File: src/verilog/llm_pkg.sv
package llm_pkg;

	// ----------------------------------------
	// Register indices
	// ----------------------------------------
	localparam logic [4:0] REG_SETUP_IDX = 5'h16;
	localparam logic [4:0] REG_STATUS_IDX = 5'h17;
	localparam logic [4:0] REG_COUNT_LO_IDX = 5'h18;
	localparam logic [15:0] SETUP_RESET = 16'h7F00;

	// ----------------------------------------
	// Setup field positions
	// ----------------------------------------
	localparam int START_SEL_BIT = 7;
	localparam int STOP_SEL_BIT = 6;
	localparam int DIV_LSB = 4;
	localparam int CLK_SRC_BIT = 2;
	localparam int ENABLE_BIT = 1;
	localparam int CHAN_SEL_BIT = 0;

	// ----------------------------------------
	// Status field positions
	// ----------------------------------------
	localparam int START_FLAG_LSB = 12;
	localparam int STOP_FLAG_LSB = 8;
	localparam int DONE_BIT = 4;

	localparam int COUNT_W = 20;
	localparam logic [19:0] COUNT_MAX = 20'hFFFFF;
	localparam logic [19:0] COUNT_ZERO = 20'h00000;
	localparam logic [2:0] DIV_RESET = 3'h0;

	typedef enum logic [1:0] {
		LLM_IDLE,
		LLM_COUNT,
		LLM_DONE
	} llm_state_t;

endpackage : llm_pkg

File: src/verilog/llm_tick_gen.sv
`timescale 1ns/1ps
`default_nettype none

// Produces one-cycle count ticks: recovered byte clock strobe, or divided
// measurement clock (divide by 1, 2, 4 or 8).
module llm_tick_gen (
	input wire logic ref_clk,
	input wire logic rst_b,
	input wire logic clk_src_sel,
	input wire logic [1:0] div_code,
	input wire logic byte_clk_stb,
	output logic tick
);

	logic [2:0] div_ff;
	logic [2:0] nxt_div;
	logic [2:0] div_mask;
	logic div_wrap;

	assign div_mask = (3'h1 << div_code) - 3'h1;
	assign div_wrap = (div_ff & div_mask) == div_mask;
	assign nxt_div = div_wrap ? llm_pkg::DIV_RESET : div_ff + 3'h1;

	always_ff @(posedge ref_clk or negedge rst_b) begin
		if (!rst_b) begin
			div_ff <= llm_pkg::DIV_RESET;
		end else begin
			div_ff <= nxt_div;
		end
	end

	// Source 1 counts on recovered byte clock strobes; source 0 on divider wraps
	assign tick = clk_src_sel ? byte_clk_stb : div_wrap;

endmodule : llm_tick_gen

`default_nettype wire

File: src/verilog/llm_latency_meas.sv
`timescale 1ns/1ps
`default_nettype none

module llm_latency_meas (
	input wire logic ref_clk,
	input wire logic rst_b,
	input wire logic [4:0] reg_addr,
	input wire logic reg_wr,
	input wire logic reg_rd,
	input wire logic [15:0] reg_wdata,
	output logic [15:0] reg_rdata,
	input wire logic [3:0] low_speed_transmit_input_comma_a,
	input wire logic [3:0] low_speed_transmit_input_comma_b,
	input wire logic [1:0] high_speed_receive_input_comma_a,
	input wire logic [1:0] high_speed_receive_input_comma_b,
	input wire logic [3:0] low_speed_receive_output_comma_a,
	input wire logic [3:0] low_speed_receive_output_comma_b,
	input wire logic [1:0] high_speed_transmit_output_comma_a,
	input wire logic [1:0] high_speed_transmit_output_comma_b,
	input wire logic byte_clk_stb_a,
	input wire logic byte_clk_stb_b
);

	// ----------------------------------------
	// Register access decode
	// ----------------------------------------
	logic [15:0] setup_ff;
	logic [15:0] rdata_ff;
	logic [15:0] nxt_rdata;
	logic wr_setup;
	logic rd_count_lo;

	assign wr_setup = reg_wr && (reg_addr == llm_pkg::REG_SETUP_IDX);
	assign rd_count_lo = reg_rd && (reg_addr == llm_pkg::REG_COUNT_LO_IDX);

	wire start_sel = setup_ff[llm_pkg::START_SEL_BIT];
	wire stop_sel = setup_ff[llm_pkg::STOP_SEL_BIT];
	wire clk_src = setup_ff[llm_pkg::CLK_SRC_BIT];
	wire meas_en = setup_ff[llm_pkg::ENABLE_BIT];
	wire chan_sel = setup_ff[llm_pkg::CHAN_SEL_BIT];
	wire [1:0] div_code = setup_ff[llm_pkg::DIV_LSB +: 2];

	// ----------------------------------------
	// Comma source selection
	// ----------------------------------------
	wire [3:0] low_speed_transmit_input_sel = chan_sel ? low_speed_transmit_input_comma_b : low_speed_transmit_input_comma_a;
	wire [1:0] high_speed_receive_input_sel = chan_sel ? high_speed_receive_input_comma_b : high_speed_receive_input_comma_a;
	wire [3:0] low_speed_receive_output_sel = chan_sel ? low_speed_receive_output_comma_b : low_speed_receive_output_comma_a;
	wire [1:0] high_speed_transmit_output_sel = chan_sel ? high_speed_transmit_output_comma_b : high_speed_transmit_output_comma_a;
	wire byte_stb = chan_sel ? byte_clk_stb_b : byte_clk_stb_a;

	// High-speed points use only flag bits 1:0; 3:2 stay zero
	wire [3:0] start_commas = start_sel ? {2'h0, high_speed_receive_input_sel} : low_speed_transmit_input_sel;
	wire [3:0] stop_commas = stop_sel ? {2'h0, high_speed_transmit_output_sel} : low_speed_receive_output_sel;

	// ----------------------------------------
	// Measurement engine
	// ----------------------------------------
	llm_pkg::llm_state_t state_ff;
	llm_pkg::llm_state_t nxt_state;
	logic [19:0] count_ff;
	logic [19:0] nxt_count;
	logic [3:0] start_flag_ff;
	logic [3:0] stop_flag_ff;
	logic done_ff;
	logic tick;

	// Count ticks: divided internal clock, or the recovered byte clock strobe
	llm_tick_gen u_tick (
		.ref_clk(ref_clk),
		.rst_b(rst_b),
		.clk_src_sel(clk_src),
		.div_code(div_code),
		.byte_clk_stb(byte_stb),
		.tick(tick)
	);

	wire start_hit = meas_en && (state_ff == llm_pkg::LLM_IDLE) && (|start_commas);
	wire stop_hit = (state_ff == llm_pkg::LLM_COUNT) && (|stop_commas);
	wire at_max = (count_ff == llm_pkg::COUNT_MAX);

	// ----------------------------------------
	// State and counter next values
	// ----------------------------------------
	// Holding at the top keeps an overlong interval readable as all ones
	always_comb begin
		nxt_state = state_ff;
		nxt_count = count_ff;
		unique case (state_ff)
			llm_pkg::LLM_IDLE: begin
				if (start_hit) begin
					nxt_state = llm_pkg::LLM_COUNT;
				end
			end
			llm_pkg::LLM_COUNT: begin
				if (!meas_en) begin
					// Abandon an open interval; no partial result is reported
					nxt_state = llm_pkg::LLM_IDLE;
					nxt_count = llm_pkg::COUNT_ZERO;
				end else begin
					if (tick && !at_max) begin
						nxt_count = count_ff + 20'h00001;
					end
					if (stop_hit) begin
						nxt_state = llm_pkg::LLM_DONE;
					end
				end
			end
			llm_pkg::LLM_DONE: begin
				nxt_state = llm_pkg::LLM_DONE;
			end
			default: begin
				nxt_state = llm_pkg::LLM_IDLE;
			end
		endcase
		if (rd_count_lo) begin
			nxt_state = llm_pkg::LLM_IDLE;
			nxt_count = llm_pkg::COUNT_ZERO;
		end
	end

	// ----------------------------------------
	// Status word and read data
	// ----------------------------------------
	// Status layout: start flags, stop flags, gap, done, count bits 19:16
	// Count reads zero until stop comma completes it
	wire [19:0] shown_count = done_ff ? count_ff : llm_pkg::COUNT_ZERO;

	wire [15:0] status_word = {start_flag_ff, stop_flag_ff, 3'h0, done_ff,
		shown_count[19:16]};

	always_comb begin
		nxt_rdata = 16'h0000;
		if (reg_addr == llm_pkg::REG_SETUP_IDX) begin
			nxt_rdata = setup_ff;
		end else if (reg_addr == llm_pkg::REG_STATUS_IDX) begin
			nxt_rdata = status_word;
		end else if (reg_addr == llm_pkg::REG_COUNT_LO_IDX) begin
			nxt_rdata = shown_count[15:0];
		end
	end

	// ----------------------------------------
	// Setup register
	// ----------------------------------------
	// Upper bits are kept as written, so software reads back its own value
	// Writes to the status and count indices have no effect
	always_ff @(posedge ref_clk or negedge rst_b) begin
		if (!rst_b) begin
			setup_ff <= llm_pkg::SETUP_RESET;
		end else if (wr_setup) begin
			setup_ff <= reg_wdata;
		end
	end

	// ----------------------------------------
	// State and counter registers
	// ----------------------------------------
	always_ff @(posedge ref_clk or negedge rst_b) begin
		if (!rst_b) begin
			state_ff <= llm_pkg::LLM_IDLE;
			count_ff <= llm_pkg::COUNT_ZERO;
		end else begin
			state_ff <= nxt_state;
			count_ff <= nxt_count;
		end
	end

	// ----------------------------------------
	// Comma flags and done flag
	// ----------------------------------------
	// Flags: a comma in the same cycle as the clearing read still sets them, except in LLM_DONE
	// Start commas after the count has stopped are ignored, so a finished
	// result keeps the flags it was taken with
	wire start_window = start_hit || (state_ff == llm_pkg::LLM_COUNT);
	wire [3:0] start_set = (start_window && meas_en) ? start_commas : 4'h0;
	wire stop_done = stop_hit && meas_en;
	wire [3:0] stop_set = stop_done ? stop_commas : 4'h0;
	// A stop comma in the clearing cycle is lost together with its count
	wire done_set = stop_done && !rd_count_lo;

	always_ff @(posedge ref_clk or negedge rst_b) begin
		if (!rst_b) begin
			start_flag_ff <= 4'h0;
			stop_flag_ff <= 4'h0;
			done_ff <= 1'b0;
		end else begin
			start_flag_ff <= (rd_count_lo ? 4'h0 : start_flag_ff) | start_set;
			stop_flag_ff <= (rd_count_lo ? 4'h0 : stop_flag_ff) | stop_set;
			done_ff <= (done_ff && !rd_count_lo) || done_set;
		end
	end

	// ----------------------------------------
	// Read data register
	// ----------------------------------------
	// Registered so the bus output leaves a flop; a read answers one cycle later
	always_ff @(posedge ref_clk or negedge rst_b) begin
		if (!rst_b) begin
			rdata_ff <= 16'h0000;
		end else begin
			rdata_ff <= nxt_rdata;
		end
	end

	assign reg_rdata = rdata_ff;

endmodule : llm_latency_meas

`default_nettype wire

File: config.mk
export PLATFORM = sky130hd
export DESIGN_NAME = llm_latency_meas
export DESIGN_NICKNAME = d
export VERILOG_FILES = /design/src/verilog/llm_pkg.sv /design/src/verilog/llm_tick_gen.sv /design/src/verilog/llm_latency_meas.sv
export SDC_FILE = /design/constraint.sdc
export NUM_CORES = 1
export LEC_CHECK = 0
export ABC_AREA = 1
export BUFFER_PORTS_ARGS = -buffer_cell sky130_fd_sc_hd__buf_2
export CAP_MARGIN = 40
export CORE_ASPECT_RATIO = 0.6
export CORE_MARGIN = 5
export CORE_UTILIZATION = 45
export DETAILED_ROUTE_END_ITERATION = 8
export PLACE_DENSITY = 0.78
export SETUP_SLACK_MARGIN = 0.2
export SLEW_MARGIN = 20
export SYNTH_ARGS = -nofsm -noshare
export SYNTH_HDL_FRONTEND = slang
export SYNTH_SLANG_ARGS = --single-unit
File: constraint.sdc
create_clock -name ref_clk -period 2.1 [get_ports ref_clk]
set_clock_uncertainty 0.15 [all_clocks]
set_input_delay 0.21 -clock ref_clk [delete_from_list [all_inputs] [get_ports ref_clk]]
set_output_delay 0.21 -clock ref_clk [all_outputs]
set_load 0.03 [all_outputs]
---- After elaboration in Yosys (flattened, before gate mapping) ----
Index checks and enable logic that the tools add are counted.
storage, ports and cells
  register bits ........................... 66
  input port bits ......................... 51
  output and inout port bits .............. 16
  word-level logic and storage cells ...... 71
cells by class
  $add $sub $neg .......................... 3
  eq/ne operators ......................... 10
  shift operators ......................... 1
  mux-type cells .......................... 26
  bitwise logic cells ..................... 3
  reduce and logical (&&, ||, !) cells .... 20
operator list
  kind                                                   number
  2-to-1 mux 20 bit                                      5
  2-to-1 mux 16 bit                                      3
  2-to-1 mux 4 bit                                       8
  adder 20 x 1 -> 20 bit, second input constant          1
  == test 20 bit, second input constant                  1
  == test 5 bit, second input constant                   3
  2-to-1 mux 2 bit                                       6
  logical AND 1 bit                                      10
  OR 4 bit                                               2
  OR reduction 4 bit                                     2
  case mux 2 bit (3 select lines)                        1
  inequality test 4 bit, second input constant           1
  AND reduction 2 bit                                    2
  adder 3 x 1 -> 3 bit, second input constant            1
  AND 3 bit                                              1
  == test 3 bit                                          1
  2-to-1 mux 3 bit                                       1
  inequality test 3 x 1 -> 1 bit, second input constant  1
  inequality test 3 bit, second input constant           1
  << shifter 1 x 2 -> 3 bit, first input constant        1
  subtractor 3 x 1 -> 3 bit, second input constant       1
  == test 2 x 1 -> 1 bit, second input constant          1
  == test 2 bit, second input constant                   1
  zero test 1 bit                                        2
  4 further kinds                                        6

---- Logic depth before layout (Yosys ltp) ----
  depth in word-level cells ............... 10
  depth in mapped cells ................... 12

---- Cells and area by module ----
From an unflattened synthesis, not the netlist that was laid out.
unflattened totals
  cell total of the unflattened synthesis .. 474
  area total of the unflattened synthesis .. 3,609.7 um^2
modules (own cells, without submodules)
  module            times used  cells each  area an instance (um^2)  seq. area each (um^2)
  llm_latency_meas  1           456         3,454.6                  1,585.3
  llm_tick_gen      1           18          155.1                    75.1

---- Worst setup path after synthesis ----
OpenSTA, ideal clock, no wires.
  path type ............................... register to register
  start ................................... register count_ff[0]
  end ..................................... register count_ff[7]
  setup time .............................. 0.117 ns
  data arrival time ....................... 1.454 ns
  required time ........................... 1.833 ns
  path slack .............................. 0.379 ns
  cell stages (with the launch flop) ...... 10
  buffers on the path ..................... 1
  period minus slack after synthesis ...... 1.721 ns
  path through ............................ dfrtp_1 -> ha_1 -> nand3_2 -> nor2_4 -> nand3_1 -> nand2_2 -> nand2_2 -> buf_2 -> nand3_1 -> nand2_1
on the way
  longest elaborated chain between the ends .. 5
RTL lines
  item                                                                 line                                             RTL
  start, declared                                                      llm_latency_meas.sv:61                           logic [19:0] count_ff;
  start signal, assigned                                               llm_latency_meas.sv:162                          count_ff <= llm_pkg::COUNT_ZERO;
  start signal, assigned                                               llm_latency_meas.sv:165                          count_ff <= nxt_count;
  adder 20 x 1 -> 20 bit or == test 20 bit (tied branches)             llm_latency_meas.sv:102, llm_latency_meas.sv:80
  2-to-1 mux 20 bit or zero test 1 bit (tied branches)                 llm_latency_meas.sv:101                          if (tick && !at_max) begin
  2-to-1 mux 20 bit or logical AND 1 bit (tied branches)               llm_latency_meas.sv:96, llm_latency_meas.sv:101
  2-to-1 mux 20 bit or inequality test 3 x 1 -> 1 bit (tied branches)  n/a
  2-to-1 mux 20 bit or AND reduction 2 bit (tied branches)             n/a
Several ways; a longest one is shown, not always the timed one. The select of a mux whose other input is x is not followed.
A chain may end at the register's enable or synchronous reset.

---- Worst setup path in the final report ----
  start ................................... register count_ff[1]
  end ..................................... register count_ff[7]
The elaborated chain is that of the path after synthesis.

==> impl_metrics.ini <==
[status]
status = finished, final reports clean

[critical_path]
worstSetupPathType = reg -> reg
start_kind = flop
worst-path-max-fanout = 11
arrival_ns = 1.92
crit_required_ns = 2.17
cp-end-kind = flop

[logic_synthesis]
yosysUniqueCellTypes = 38
yosys_warnings = 0
synthArstFlopShare_pct = 100
synthCells = 473
syn_nets = 526
syn-cell-area_um2 = 3620
synth_top_flop_cell = dfrtp_1
seq_area_frac_synth_pct = 45.9
synth-edff-count = 0
syn_area_per_cell_um2 = 7.65
ys_ff_latch = 66

[cells_and_area]
diodes = 0
syn_to_final_growth_pct = 27.1
drive_gt1_share_pct = 22.9
layout.nets = 620
final_util_pct = 58.6
stdcell_count = 680

[routing]
wl_per_cell_um = 14.6
vias = 3479
drc = 0
drt-pass1-iter-count = 5
drt_wl_total_um = 9930
viasPerCell = 5.12
drt-initial-drc-count = 419
postRouteAntennaNets = 0

[timing]
worst_slack_ns = 0.248
slew_viol_final = 0
final_hold_viol_count = 0
rsz0062_at_grt = yes
tns_ns = 0
max_freq_ghz = 0.540
timing.final.crit_period_ns = 1.85
setup_viol = 0
min_period_over_period_pct = 88.2
relSlewSlack_pct = 66.1
worst_pin_slew_ns = 0.508

[cts]
cts_buffers = 9
cts-root-buf = clkbuf_16
cts_tree = yes
cts.sinks = 66
insertion_delay_ns = 0.34
cts_max_level = 3
clkTransAtPathRegs_ns = 0.05
clockBufferDepth = 2

[flow_run]
maxCapViolations = 0

[power_and_ir_drop]
vdd_drop_max_mv = 0.640
p_total_mw = 4.47
power_density_nw_per_um2 = 971
leakage_nw = 2.39

[die]
die_x_um = 126
start_util_pct = 46.1
core_area_um2 = 7850
fp-row-count = 25
dieHeight_um = 79.5
dieArea_um2 = 10000
ios = 67

[global_route]
grt_max_degree = 67
grtUsageTotal_pct = 21.1
grt_pass1_vias = 3399
grt_overflow = 0
antenna_found_initial = 0
grt_pass1_wl_um = 16600

[placement]
gp_congestion = 0.927
place_inst = 642
numPortBuffers = 66
hpwl_um = 7140
dpl_worst_slack_ns = 0.0812

[hold_path]
hold_class = in -> reg
## layout make-up
cell class / count / area, um2
clock buffers: 11 / 243
clock inverters: 5 / 53.8
fillers: 697 / 3250
inverters: 55 / 209
multi-input cells: 340 / 1690
flip-flops and latches: 66 / 1660
well taps: 108 / 135
repair buffers: 95 / 604
## report_power, final
part	switching [mW]	internal, mW
registers	0.210	1.55
clock network	0.540	0.946
logic	0.756	0.470
total	1.51	2.96
## final timing paths
path	cells after the start	end	slack [ns]	startpoint
max reg2reg	9	count_ff[7]	0.25	count_ff[1]
min reg2reg	2	start_flag_ff[3]	0.34	start_flag_ff[3]
max in group asynchronous	3	setup_ff[8]	1.19	rst_b
min in group asynchronous	3	setup_ff[0]	0.25	rst_b
max	9	count_ff[7]	0.25	count_ff[1]
min	3	setup_ff[5]	0.02	reg_wdata[5]
## flip-flops by register name (all words and copies together) (netlist names)
| name | count |
|---|---|
| u_tick.div_ff | 3 |
| state_ff | 2 |
| setup_ff | 16 |
| reg_rdata | 16 |
| done_ff | 1 |
| start_flag_ff | 4 |
| stop_flag_ff | 4 |
| count_ff | 20 |
## per-layer routing
layer  GRT usage (%)  up-vias  part of all wire [%]
met5               0        -                     0
met3            7.15       12                   8.2
li1                -     1679                     -
met2            31.3      137                    43
met4            6.42        0                   1.2
met1            29.4     1651                    47
## cell families after synthesis
group           after synthesis  synth area share (%)
mux                           9                  2.80
flops                        66                  45.9
compound gates               45                  7.85
xor+xnor                     13                  3.15
fa+ha+maj                     2                 0.691
buf+inv                      67                  7.88
simple gates                271                  31.8
## cells in the mapped netlist (2+ instances only)
cell type  instances  area, um2
a21oi_1           12       60.1
buf_2              7       35.0
buf_6              3       33.8
clkbuf_1           2       7.51
dfrtp_1           59       1480
dfstp_2            7        184
ha_1               2       25.0
inv_1             50        188
inv_2              4       15.0
mux2_1             5       56.3
mux2_2             4       45.0
nand2_1          155        582
nand2_2            4       25.0
nand3_1           34        170
nand3_2            2       20.0
nand4_1            2       12.5
nor2_1            59        221
nor2_2             3       18.8
nor2_4             4       45.0
o211ai_1           8       60.1
o21ai_0           11       55.1
o21bai_1           2       15.0
o22ai_1            7       43.8
or2_2              2       12.5
xnor2_1            5       43.8
xor2_1             8       70.1
## worst max-delay path: stages (launching register included)
cell and delay (ns):
dfrtp_1 0.41, ha_2 0.22, nand3_2 0.13, nor2_4 0.17, nand3_1 0.11, nand2_2 0.11, nand2_2 0.11, buf_6 0.17
nand3_1 0.08, nand2_1 0.06
## cell usage in the layout (no fill, tap or decap), drive strengths merged
| cell | n |
|---|---|
| nand3b | 1 |
| dfrtp | 59 |
| inv | 55 |
| ha | 2 |
| buf | 79 |
| clkbuf | 11 |
| bufinv | 1 |
| or2 | 3 |
| dfstp | 7 |
| xor2 | 8 |
| mux2 | 9 |
| clkinv | 4 |
| o22ai | 7 |
| dlygate4sd3 | 16 |
| o311ai | 1 |
| nor2 | 66 |
| xnor2 | 5 |
| o21bai | 2 |
| o21ai | 12 |
| o221ai | 1 |
| nand2 | 160 |
| o32ai | 1 |
| nand4 | 2 |
| o211ai | 8 |
| a21boi | 1 |
| nor3 | 1 |
| and2 | 1 |
| a21oi | 12 |
| nand3 | 36 |
| and3 | 1 |
## metrics by stage
stage	hold WS (ns)	cell area (um2)
6_report	0.0195	4600
5_1_grt	0.0454	4600
4_1_cts	0.0263	4540
3_5_place_dp	0.101	4070
3_3_place_gp	0.0966	4070
2_1_floorplan	-0.236	3620
## timing repair
action,in CTS,in global routing
buffers inserted,0,6
endpoints found under the hold margin,74,0
setup endpoints to repair,20,20
resized for setup,3,4
hold buffers,16,0
pin swaps,0,2
(Power assumes the default switching activity.)
